## src/include/fhri_pkg.sv

```systemverilog
package fhri_pkg;
  localparam logic [9:0] FHRI_ADDR_RATE = 10'h3F4;
  localparam logic [9:0] FHRI_ADDR_STATUS = 10'h3F4;
  localparam logic [9:0] FHRI_ADDR_FIFO = 10'h3F5;
  localparam logic [9:0] FHRI_ADDR_INPUT = 10'h3F7;
  localparam logic [7:0] FHRI_RATE_RESET = 8'h02;
  localparam int FHRI_RATE_LSB = 0;
  localparam int FHRI_PRECOMP_LSB = 2;
  localparam int FHRI_PWRDN_BIT = 6;
  localparam int FHRI_SWRST_BIT = 7;
  localparam int FHRI_DIO_BIT = 6;
  localparam int FHRI_RQM_BIT = 7;
  localparam int FHRI_NONDMA_BIT = 5;
  localparam int FHRI_BUSY_BIT = 4;
  localparam logic [2:0] FHRI_PRECOMP_OFF = 3'h7;
  localparam logic [2:0] FHRI_PRECOMP_DEF = 3'h0;
  localparam logic [1:0] FHRI_RATE_1M = 2'h3;
  localparam logic [1:0] FHRI_RATE_500 = 2'h0;
  localparam logic [1:0] FHRI_RATE_300 = 2'h1;
  localparam logic [1:0] FHRI_RATE_250 = 2'h2;
  localparam logic [1:0] FHRI_OPT_3MODE = 2'h1;
  localparam logic [1:0] FHRI_OPT_2MEG = 2'h2;
  // precomp delays in steps of 20.8 ns (one step at 2 Mbps)
  localparam logic [3:0] FHRI_STEP_2M_DEF = 4'h1;
  localparam logic [3:0] FHRI_STEP_1M_DEF = 4'h2;
  localparam logic [3:0] FHRI_STEP_LOW_DEF = 4'h6;
  localparam int FHRI_FIFO_DEPTH = 16;
  localparam logic [7:0] FHRI_FILL_BYTE = 8'h00;
  typedef enum logic [2:0] {
    FHRI_RATE_CODE_250K, FHRI_RATE_CODE_300K, FHRI_RATE_CODE_500K,
    FHRI_RATE_CODE_1M, FHRI_RATE_CODE_2M
  } fhri_rate_t;
endpackage

```

## src/include/fhri_bus_if.sv

```systemverilog
`timescale 1ns/100ps
interface fhri_bus_if;
  logic [9:0] addr;
  logic rd;
  logic wr;
  logic [7:0] wdata;
  logic [7:0] rdata;
  logic [7:0] rdata_oe;
  modport device(input addr, input rd, input wr, input wdata, output rdata, output rdata_oe);
  modport host(output addr, output rd, output wr, output wdata, input rdata, input rdata_oe);
endinterface

```

## src/fhri_device.sv

```systemverilog
`timescale 1ns/100ps
module fhri_device
  import fhri_pkg::*;
(
  input wire logic clk_i,
  input wire logic reset_n_i,
  fhri_bus_if.device bus,
  input wire logic [1:0] drive_rate_option_i,
  input wire logic density_polarity_i,
  input wire logic disk_change_n_i,
  input wire logic [1:0] config_rate_i,
  input wire logic config_rate_we_i,
  input wire logic output_reset_i,
  input wire logic [3:0] drive_seek_active_i,
  input wire logic cmd_busy_i,
  input wire logic non_dma_exec_i,
  input wire logic dev_to_host_i,
  input wire logic exec_start_i,
  input wire logic fifo_enable_i,
  input wire logic [7:0] precomp_track_i,
  input wire logic [7:0] core_wdata_i,
  input wire logic core_wvalid_i,
  output logic core_wready_o,
  output logic [7:0] core_rdata_o,
  output logic core_rvalid_o,
  input wire logic core_rready_i,
  input wire logic transfer_error_i,
  input wire logic [7:0] current_track_i,
  output logic [1:0] rate_select_bits_o,
  output fhri_rate_t data_rate_o,
  output logic [3:0] precomp_steps_o,
  output logic density_output_o,
  output logic [1:0] rate_output_pin_o,
  output logic low_power_o,
  output logic soft_reset_o,
  output logic fifo_active_o,
  output logic fill_zero_o
);
  typedef struct packed {
    logic [7:0] rate_reg;
    logic [1:0] rate_now;
    logic density;
    logic low_power;
    logic soft_reset;
    logic fifo_on;
    logic fill_zero;
    logic [1:0][7:0] h2d_mem;
    logic [1:0] h2d_cnt;
    logic [1:0][7:0] d2h_mem;
    logic [1:0] d2h_cnt;
    logic [7:0] rdata;
    logic [7:0] rdata_oe;
    logic [2:0] dc_sync;
    logic dc_level;
  } fhri_dev_state_t;

  fhri_dev_state_t st, next_st;
  logic rate_wr, status_rd, fifo_wr, fifo_rd, input_rd;

  function automatic logic [3:0] fhri_precomp_steps(input logic [2:0] code,
                                                    input fhri_rate_t rate);
    logic [3:0] s;
    s = {1'b0, code};
    if (code == FHRI_PRECOMP_OFF) begin
      s = 4'h0;
    end else if (code == FHRI_PRECOMP_DEF) begin
      if (rate == FHRI_RATE_CODE_2M) begin
        s = FHRI_STEP_2M_DEF;
      end else if (rate == FHRI_RATE_CODE_1M) begin
        s = FHRI_STEP_1M_DEF;
      end else begin
        s = FHRI_STEP_LOW_DEF;
      end
    end else if (rate != FHRI_RATE_CODE_2M) begin
      s = {code, 1'b0};
    end
    return s;
  endfunction

  always_comb begin
    rate_wr = bus.wr && bus.addr == FHRI_ADDR_RATE;
    status_rd = bus.rd && bus.addr == FHRI_ADDR_STATUS;
    fifo_wr = bus.wr && bus.addr == FHRI_ADDR_FIFO;
    fifo_rd = bus.rd && bus.addr == FHRI_ADDR_FIFO;
    input_rd = bus.rd && bus.addr == FHRI_ADDR_INPUT;
  end

  always_comb begin
    next_st = st;
    next_st.soft_reset = 1'b0;
    next_st.rdata_oe = 8'h00;
    next_st.dc_sync = {st.dc_sync[1:0], disk_change_n_i};
    if (st.dc_sync[2] == st.dc_sync[1]) begin
      next_st.dc_level = st.dc_sync[2];
    end
    if (rate_wr) begin
      next_st.rate_reg = {1'b0, bus.wdata[6:0]};
      next_st.rate_now = bus.wdata[FHRI_RATE_LSB +: 2];
      next_st.low_power = bus.wdata[FHRI_PWRDN_BIT];
      next_st.soft_reset = bus.wdata[FHRI_SWRST_BIT];
    end else if (config_rate_we_i) begin
      next_st.rate_now = config_rate_i;
    end
    if (status_rd || fifo_rd || fifo_wr || st.soft_reset) begin
      next_st.low_power = 1'b0;
    end
    // density follows rate; only hardware reset forces it high
    next_st.density = (next_st.rate_now == FHRI_RATE_1M || next_st.rate_now == FHRI_RATE_500)
                      ~^ density_polarity_i;
    if (status_rd) begin
      next_st.rdata = {st.d2h_cnt != 2'h0 || (!dev_to_host_i && st.h2d_cnt != 2'h2),
                       dev_to_host_i, non_dma_exec_i, cmd_busy_i,
                       drive_seek_active_i};
      next_st.rdata_oe = 8'hFF;
    end else if (fifo_rd) begin
      next_st.rdata = st.d2h_mem[0];
      next_st.rdata_oe = 8'hFF;
    end else if (input_rd) begin
      next_st.rdata = {!st.dc_level, 7'h00};
      next_st.rdata_oe = 8'h80;
    end
    if (exec_start_i) begin
      next_st.fifo_on = fifo_enable_i;
      next_st.h2d_cnt = 2'h0;
      next_st.d2h_cnt = 2'h0;
    end else begin
      if (fifo_wr && st.h2d_cnt != 2'h2) begin
        next_st.h2d_mem[st.h2d_cnt[0]] = bus.wdata;
      end
      if (fifo_wr && st.h2d_cnt != 2'h2) begin
        next_st.h2d_cnt = st.h2d_cnt + 2'h1;
      end
      if (core_rvalid_o && core_rready_i) begin
        next_st.h2d_mem[0] = next_st.h2d_mem[1];
        next_st.h2d_cnt = next_st.h2d_cnt - 2'h1;
      end
      if (core_wvalid_i && core_wready_o) begin
        next_st.d2h_mem[st.d2h_cnt[0]] = core_wdata_i;
        next_st.d2h_cnt = st.d2h_cnt + 2'h1;
      end
      if (fifo_rd && st.d2h_cnt != 2'h0) begin
        next_st.d2h_mem[0] = next_st.d2h_mem[1];
        next_st.d2h_cnt = next_st.d2h_cnt - 2'h1;
      end
    end
    if (transfer_error_i) begin
      next_st.fill_zero = !dev_to_host_i;
    end else if (!cmd_busy_i) begin
      next_st.fill_zero = 1'b0;
    end
    if (!reset_n_i) begin
      next_st = '0;
      next_st.rate_reg = FHRI_RATE_RESET;
      next_st.rate_now = FHRI_RATE_RESET[1:0];
      next_st.density = 1'b1;
      next_st.dc_sync = 3'h7;
      next_st.dc_level = 1'b1;
    end else if (st.soft_reset || output_reset_i) begin
      next_st.fifo_on = 1'b0;
      next_st.h2d_cnt = 2'h0;
      next_st.d2h_cnt = 2'h0;
      next_st.fill_zero = 1'b0;
    end
  end

  always_ff @(posedge clk_i) begin
    st <= next_st;
  end

  always_comb begin
    // the far-side core moves bytes one way at a time; dev_to_host_i picks the write or the read port
    core_wready_o = dev_to_host_i && st.d2h_cnt != 2'h2;
    core_rvalid_o = !dev_to_host_i && st.h2d_cnt != 2'h0;
    core_rdata_o = st.fill_zero ? FHRI_FILL_BYTE : st.h2d_mem[0];
    case ({drive_rate_option_i, st.rate_now})
      {FHRI_OPT_3MODE, FHRI_RATE_300}: data_rate_o = FHRI_RATE_CODE_500K;
      {FHRI_OPT_2MEG, FHRI_RATE_300}: data_rate_o = FHRI_RATE_CODE_2M;
      default: begin
        case (st.rate_now)
          FHRI_RATE_1M: data_rate_o = FHRI_RATE_CODE_1M;
          FHRI_RATE_500: data_rate_o = FHRI_RATE_CODE_500K;
          FHRI_RATE_300: data_rate_o = FHRI_RATE_CODE_300K;
          default: data_rate_o = FHRI_RATE_CODE_250K;
        endcase
      end
    endcase
    precomp_steps_o = (current_track_i >= precomp_track_i) ?
        fhri_precomp_steps(st.rate_reg[FHRI_PRECOMP_LSB +: 3], data_rate_o) : 4'h0;
    rate_select_bits_o = st.rate_now;
    rate_output_pin_o = st.rate_now;
    density_output_o = st.density;
    low_power_o = st.low_power;
    soft_reset_o = st.soft_reset;
    fifo_active_o = st.fifo_on;
    fill_zero_o = st.fill_zero;
    bus.rdata = st.rdata;
    bus.rdata_oe = st.rdata_oe;
  end
endmodule

```

## src/flat_wrapper.sv

```systemverilog
// flat-port wrapper written by rule: the top's interface ports become plain ports
module fhri_device_flat import fhri_pkg::*;
  (clk_i, reset_n_i, drive_rate_option_i, density_polarity_i, disk_change_n_i, config_rate_i, config_rate_we_i, output_reset_i, drive_seek_active_i, cmd_busy_i, non_dma_exec_i, dev_to_host_i, exec_start_i, fifo_enable_i, precomp_track_i, core_wdata_i, core_wvalid_i, core_wready_o, core_rdata_o, core_rvalid_o, core_rready_i, transfer_error_i, current_track_i, rate_select_bits_o, data_rate_o, precomp_steps_o, density_output_o, rate_output_pin_o, low_power_o, soft_reset_o, fifo_active_o, fill_zero_o, bus_addr, bus_rd, bus_wr, bus_wdata, bus_rdata, bus_rdata_oe);
  fhri_bus_if bus_i ();
  input wire logic clk_i;
  input wire logic reset_n_i;
  input wire logic [1:0] drive_rate_option_i;
  input wire logic density_polarity_i;
  input wire logic disk_change_n_i;
  input wire logic [1:0] config_rate_i;
  input wire logic config_rate_we_i;
  input wire logic output_reset_i;
  input wire logic [3:0] drive_seek_active_i;
  input wire logic cmd_busy_i;
  input wire logic non_dma_exec_i;
  input wire logic dev_to_host_i;
  input wire logic exec_start_i;
  input wire logic fifo_enable_i;
  input wire logic [7:0] precomp_track_i;
  input wire logic [7:0] core_wdata_i;
  input wire logic core_wvalid_i;
  output logic core_wready_o;
  output logic [7:0] core_rdata_o;
  output logic core_rvalid_o;
  input wire logic core_rready_i;
  input wire logic transfer_error_i;
  input wire logic [7:0] current_track_i;
  output logic [1:0] rate_select_bits_o;
  output fhri_rate_t data_rate_o;
  output logic [3:0] precomp_steps_o;
  output logic density_output_o;
  output logic [1:0] rate_output_pin_o;
  output logic low_power_o;
  output logic soft_reset_o;
  output logic fifo_active_o;
  output logic fill_zero_o;
  input wire logic [$bits(bus_i.addr)-1:0] bus_addr;
  input wire logic [$bits(bus_i.rd)-1:0] bus_rd;
  input wire logic [$bits(bus_i.wr)-1:0] bus_wr;
  input wire logic [$bits(bus_i.wdata)-1:0] bus_wdata;
  output wire logic [$bits(bus_i.rdata)-1:0] bus_rdata;
  output wire logic [$bits(bus_i.rdata_oe)-1:0] bus_rdata_oe;
  assign bus_i.addr = bus_addr;
  assign bus_i.rd = bus_rd;
  assign bus_i.wr = bus_wr;
  assign bus_i.wdata = bus_wdata;
  assign bus_rdata = bus_i.rdata;
  assign bus_rdata_oe = bus_i.rdata_oe;
  fhri_device u_core (.clk_i(clk_i), .reset_n_i(reset_n_i), .bus(bus_i), .drive_rate_option_i(drive_rate_option_i), .density_polarity_i(density_polarity_i), .disk_change_n_i(disk_change_n_i), .config_rate_i(config_rate_i), .config_rate_we_i(config_rate_we_i), .output_reset_i(output_reset_i), .drive_seek_active_i(drive_seek_active_i), .cmd_busy_i(cmd_busy_i), .non_dma_exec_i(non_dma_exec_i), .dev_to_host_i(dev_to_host_i), .exec_start_i(exec_start_i), .fifo_enable_i(fifo_enable_i), .precomp_track_i(precomp_track_i), .core_wdata_i(core_wdata_i), .core_wvalid_i(core_wvalid_i), .core_wready_o(core_wready_o), .core_rdata_o(core_rdata_o), .core_rvalid_o(core_rvalid_o), .core_rready_i(core_rready_i), .transfer_error_i(transfer_error_i), .current_track_i(current_track_i), .rate_select_bits_o(rate_select_bits_o), .data_rate_o(data_rate_o), .precomp_steps_o(precomp_steps_o), .density_output_o(density_output_o), .rate_output_pin_o(rate_output_pin_o), .low_power_o(low_power_o), .soft_reset_o(soft_reset_o), .fifo_active_o(fifo_active_o), .fill_zero_o(fill_zero_o));
endmodule
```

## config.mk

```make
export PLATFORM = sky130hd
export DESIGN_NAME = fhri_device_flat
export DESIGN_NICKNAME = d
export VERILOG_FILES = /design/src/include/fhri_pkg.sv /design/src/include/fhri_bus_if.sv /design/src/fhri_device.sv /design/src/flat_wrapper.sv
export SDC_FILE = /design/constraint.sdc
export NUM_CORES = 1
export LEC_CHECK = 0
export BUFFER_PORTS_ARGS = -buffer_cell sky130_fd_sc_hd__buf_2
export CAP_MARGIN = 20
export CORE_ASPECT_RATIO = 1.1
export CORE_MARGIN = 2
export CORE_UTILIZATION = 35
export DETAILED_ROUTE_END_ITERATION = 8
export SLEW_MARGIN = 10
export SYNTH_ARGS = -nofsm -noshare
export SYNTH_HDL_FRONTEND = slang
export SYNTH_SLANG_ARGS = --single-unit
```

## constraint.sdc

```tcl
create_clock -name clk_i -period 2 [get_ports clk_i]
set_input_delay 0 -clock clk_i [delete_from_list [all_inputs] [get_ports clk_i]]
set_output_delay 0 -clock clk_i [all_outputs]
set_load 0.05 [all_outputs]
```

-- Word-level counts from Yosys, hierarchy flattened
Index checks and enable logic that the tools add are counted.
Widths: inputs -> output; s select.
- bits of input ports: 66
- bits in registers: 68
- logic and storage cells: 110
- output and inout port bits: 42
- equality and inequality tests: 16
- reduce and logical (&&, ||, !) cells: 36
- bitwise logic cells: 3
- add/subtract/negate cells: 4
- muxes and demuxes: 29
- magnitude comparators: 5
- operators with widths (kind ; count):
    $mux 16 ; 4
    $mux 18 ; 2
    $bwmux 16 ; 2
    $eq 10x10->1 const B ; 3
    $mux 8 ; 3
    $mux 10 ; 2
    $mux 4 ; 5
    $demux 8 s1 ; 2
    $logic_and 1x1->1 ; 14
    $ge 8x8->1 ; 1
    $mux 2 ; 4
    $eq 3x3->1 const B ; 2
    $logic_or 1x1->1 ; 6
    $pmux 2 s3 ; 1
    $pmux 3 s2 ; 1
    $reduce_and 2->1 ; 3
    $reduce_bool 2->1 ; 3
    $reduce_bool 3->1 ; 2
    $add 2x1->2 const B ; 2
    $eq 2x2->1 const B ; 2
    $eq 4x3->1 const B ; 1
    $eq 4x4->1 const B ; 1
    $logic_not 2->1 ; 2
    $lt 1x2->1 const B ; 2
    16 further kinds ; 23

-- Depth between registers and ports, before layout
- word-level depth: 9
- mapped depth: 8

-- Worst setup path after synthesis
No wires, ideal clock.
- kind: flip-flop to output port
- from: register u_core.st, in the netlist u_core.rate_output_pin_o[0]
- to: output precomp_steps_o[1]
- cell stages (with the launch flop): 6
- required time: 2000 ps
- buffers on the path: 0
- path slack: -697 ps
- data arrival time: 2697 ps
- path through: dfxtp_1 ha_1 nand2_1 nor2_1 a21oi_1 nor3_1
- elaborated cells on any way between the ends: 14
- RTL lines (what ; RTL line ; text):
    start, declared ; fhri_device.sv:57 ; fhri_dev_state_t st, next_st;
    start signal, assigned ; fhri_device.sv:167 ; st <= next_st;
    $eq 4x4->1 / $eq 4x3->1 (equally long branches) ; fhri_device.sv:175 ; case ({drive_rate_option_i, st.rate_now})
    $pmux 3 s2 (*) ; fhri_device.sv:175 ;
    named net data_rate_o[2] ; flat_wrapper.sv:29 ; output fhri_rate_t data_rate_o;
    $ne 3x3->1 / $eq 3x3->1 (equally long branches) ; fhri_device.sv:74, fhri_device.sv:67 ;
    $mux 4, on equally long branches ; fhri_device.sv:74, fhri_device.sv:67 ;
    $mux 4 (*) ; fhri_device.sv:66 ; end else if (code == FHRI_PRECOMP_DEF) begin
    $mux 4 (*) ; fhri_device.sv:64 ; if (code == FHRI_PRECOMP_OFF) begin
    $mux 4 (*) ; fhri_device.sv:187 ; precomp_steps_o = (current_track_i >= precomp_track_i) ?
    end, declared ; flat_wrapper.sv:30 ; output logic [3:0] precomp_steps_o;
Mark *: on every way through the listed nets, which the timed path passes. The rest lies on a longest branch.

-- Final worst setup path
- from: register u_core.st[38] (netlist name)
- to: register u_core.st[39] (netlist name)
- longest elaborated chain between the ends: 6
- elaborated cells on any way between the ends: 10
- ends and longest elaborated chain (what ; RTL line ; text):
    parallel branches: the longest is 5 deep, another holds $add 2x1->2 ; -- ;
    $mux 10 (*) ; fhri_device.sv:133 ; if (core_rvalid_o && core_rready_i) begin
Every way passes the cells marked *. The select of a mux whose other input is x is not followed.
A chain may end at the register's enable or synchronous reset.

==> impl_metrics.json <==
{
  "numClockSinks": 60,
  "yosysSeqAreaShare_pct": 34.8,
  "critical-path-top-delay-family": "simple AND/OR/NAND/NOR gates",
  "crit_path_max_fanout": 6,
  "synth_top_cell_area_share_pct": 34.8,
  "detailed_place_hpwl_um": 6680,
  "critical_path_buffers_and_inverters": 1,
  "grt_pass1_vias": 3155,
  "portBuffers": 107,
  "postSynthAreaPerCell_sq_um": 8.34,
  "synthAdderAreaFrac_pct": 5.44,
  "placeable_area_sq_um": 9750,
  "post-place-cells": 622,
  "drt_first_pass_iters": 4,
  "timing.setup.critical_path_class": "flop to flop",
  "vias_per_cell": 4.88,
  "yosys_most_used_dff": "dfxtp_1",
  "post_route_cells_drive_above_1_share_pct": 32.1,
  "utilization_pct": 47.2,
  "grt.total_usage_pct": 17.1,
  "cp_data_required_time_ns": 2.28,
  "worst_hold_path.num_cells": 4,
  "synth-compound-area-share_pct": 18.6,
  "fmax_mhz": 518,
  "num_antenna_cells": 0,
  "design.final.nets": 622,
  "grt_start_max_net_pins": 27,
  "ant_nets": 0,
  "whs_ns": 0.0239,
  "cts_tree": "done",
  "reg2reg_to": "u_core.st[39]",
  "drc": 0,
  "worst_r2r_startpoint": "u_core.st[38]",
  "leakagePower_nw": 2.17,
  "grt_pass1_wl_um": 14800,
  "finalMaxSlewViolations": 0,
  "synthTopCellsByArea": "dfxtp_1 (35%), mux2i_1 (5.5%), ha_1 (5.4%), buf_4 (4.3%), nand2_1 (4.0%)",
  "clk_pin_slew_worst_paths_ns": 0.07,
  "synth_top_family_by_area": "simple AND/OR/NAND/NOR gates",
  "clock_skew_ns": 0.0115,
  "grt_setup_unrepaired": "no",
  "power.ir.vdd_worst_mv": 0.380,
  "syn2layout_area_growth_pct": 33.3,
  "worstMarginPinSlew_ns": 0.400,
  "mostFrequentLayoutCell": "buf_2",
  "die_width_um": 98.7,
  "pin_count": 108,
  "design_power_total_mw": 2.86,
  "htreeDepth": 3,
  "synth.yosys.warnings": 0,
  "synth_simple_gate_area_share_pct": 21.3,
  "timing.slew.headroom_pct": 73.3,
  "overflow": 0,
  "worst-endpoint-arrival_ns": 2.21,
  "final_cell_mix": "buf_2 (106), dfxtp_1 (58), nand2_1 (37)",
  "vias": 3253,
  "setup.worst_path.end_class": "flop",
  "synth_top_area_cell": "dfxtp_1",
  "clk_path_buf_depth": 2,
  "routed_wl_um": 8950,
  "postSynth.asyncResetShare_pct": 0,
  "finalCritPeriodShare_pct": 96.5,
  "clock_buffers_created_by_tritoncts": 9,
  "dieArea_sq_um": 10700,
  "finalSetupViolations": 0,
  "postSynthRegisterBits": 60,
  "dieHeight_um": 108,
  "tns_ns": 0,
  "p_per_area_nw_per_um2": 622,
  "clk-insertion-delay-late_ns": 0.35,
  "drt-wirelength-per-cell_um": 13.4,
  "floorplan.initialDensity_pct": 35.4,
  "routability_congestion_estimate": 0.829,
  "rows": 38,
  "post_synth_instance_area_sq_um": 3450,
  "cts_root_buf": "clkbuf_8",
  "finalWorstPathRequiredPeriod_ns": 1.93,
  "worstSetupStartpointType": "flop",
  "r2r_setup_slack_ns": 0.07,
  "hold_path_class": "primary input to flop",
  "postSynthNetCount": 495,
  "status": "finished clean",
  "yosys-mux-area-fraction_pct": 8.45,
  "grt_antenna_before_repair": 0,
  "yosys.area_share.xor_xnor_pct": 2.03,
  "final_cell_count_no_fill": 666,
  "timing.critical_path.cells": "inv_2 > ha_1 > nand4bb_4 > or3_4 > and3_1 > or3_1 > a21oi_1",
  "finalHoldViolCount": 0,
  "hold-path-endpoint": "u_core.bus.rdata[5]",
  "r2r_cells": 7,
  "cp_slowest_cell": "or3_4",
  "maxCapViolCount": 0,
  "ys_types": 51,
  "number_of_enable_flip_flop_cells_after_synthesis": 0,
  "drt_first_iter_violations": 97,
  "synthesis.instances": 414,
  "crit_path_max_incr_delay_ns": 0.38,
  "min-delay-start": "non_dma_exec_i"
}
cells by family after synthesis:
logic type                 Yosys count
muxes                               28
adders and majority gates           15
and+or+nand+nor                    142
AOI/OAI and AO/OA                   98
buffers and inverters               63
xor gates and xnor gates             8
DFF                                 60
final cells by class:
| cell class | count | area, sq um |
|---|---|---|
| Sequential cell | 60 | 1200 |
| Clock inverter | 5 | 75.1 |
| Timing Repair Buffer | 155 | 965 |
| Inverter | 24 | 90.1 |
| Clock buffer | 11 | 141 |
| Fill cell | 959 | 5140 |
| Tap cell | 120 | 150 |
| Multi-Input combinational cell | 291 | 1980 |
cells in the mapped netlist (2+ instances only):
cell and instances:
clkbuf_1 14, buf_1 2, o21ai_0 22, buf_2 2
nand2b_1 9, a22oi_1 7, and3_1 3, a21o_1 3
dfxtp_1 60, o211a_1 8, ha_1 15, a211oi_1 17
xor2_1 2, nor2b_1 9, nand4_1 4, buf_4 20
inv_1 24, xnor2_1 6, nor3_1 8, nor3b_1 2
nand2_1 37, or3_1 5, nand3_1 12, mux2_2 9
o211ai_1 7, a21oi_1 26, nand3b_1 2, mux2i_1 19
nor2_1 37, a2bb2oi_1 2
power breakdown:
group	internal [mW]	total (mW)	switching, mW
sequential	1.21	1.23	0.0129
clock	0.729	1.22	0.491
combinational	0.186	0.414	0.229
registers in the layout (all words and copies together) (netlist names):
register,cells
u_core.low_power_o,1
u_core.fifo_active_o,1
u_core.bus.rdata_oe,2
u_core.soft_reset_o,1
u_core.bus.rdata,8
u_core.density_output_o,1
u_core.st,43
u_core.rate_output_pin_o,2
u_core.fill_zero_o,1
through the flow:
stage	setup slack, ns	area, sq um
6_report	0.0691	4600
4_1_cts	0.0151	4560
3_5_place_dp	0.0124	4080
3_3_place_gp	0.0437	4080
5_1_grt	0.000187	4600
2_1_floorplan	-0.0335	3480
timing repair:
| action | CTS | global route |
|---|---|---|
| hold buffers | 25 | 0 |
| gates resized for setup | 2 | 7 |
| endpoints found under the hold margin | 27 | 0 |
| buffers inserted | 0 | 3 |
| endpoints found under the setup margin | 4 | 13 |
| pin swaps | 0 | 2 |
worst max-delay path by stage:
stage                     cells past startpoint  slack [ns]                         from            endpoint
after CTS                                     7        0.02  u_core.rate_output_pin_o[1]  precomp_steps_o[2]
after global placement                        7        0.04                u_core.st[38]       u_core.st[39]
final                                         7        0.07                u_core.st[38]       u_core.st[39]
after floorplan                               5       -0.03  u_core.rate_output_pin_o[0]  precomp_steps_o[1]
after global routing                          7      0.0002                u_core.st[38]       u_core.st[39]
after detailed placement                      7        0.01                u_core.st[38]       u_core.st[39]
routing by layer:
metal	global-route usage, %	up-vias	wire, um
met2	29.9	92	4380
li1	-	1693	-
met4	5.97	0	109
met1	20.8	1454	3990
met3	3.56	14	463
met5	0	-	0
tightest hold or removal path: cells and delay by family:
family                 cells  cell delay, ns
AO/OA/AOI/OAI              1            0.05
multiplexers               1            0.13
buffers and inverters      1            0.08
AND/OR/NAND/NOR            1            0.07
(Power assumes the default switching activity.)
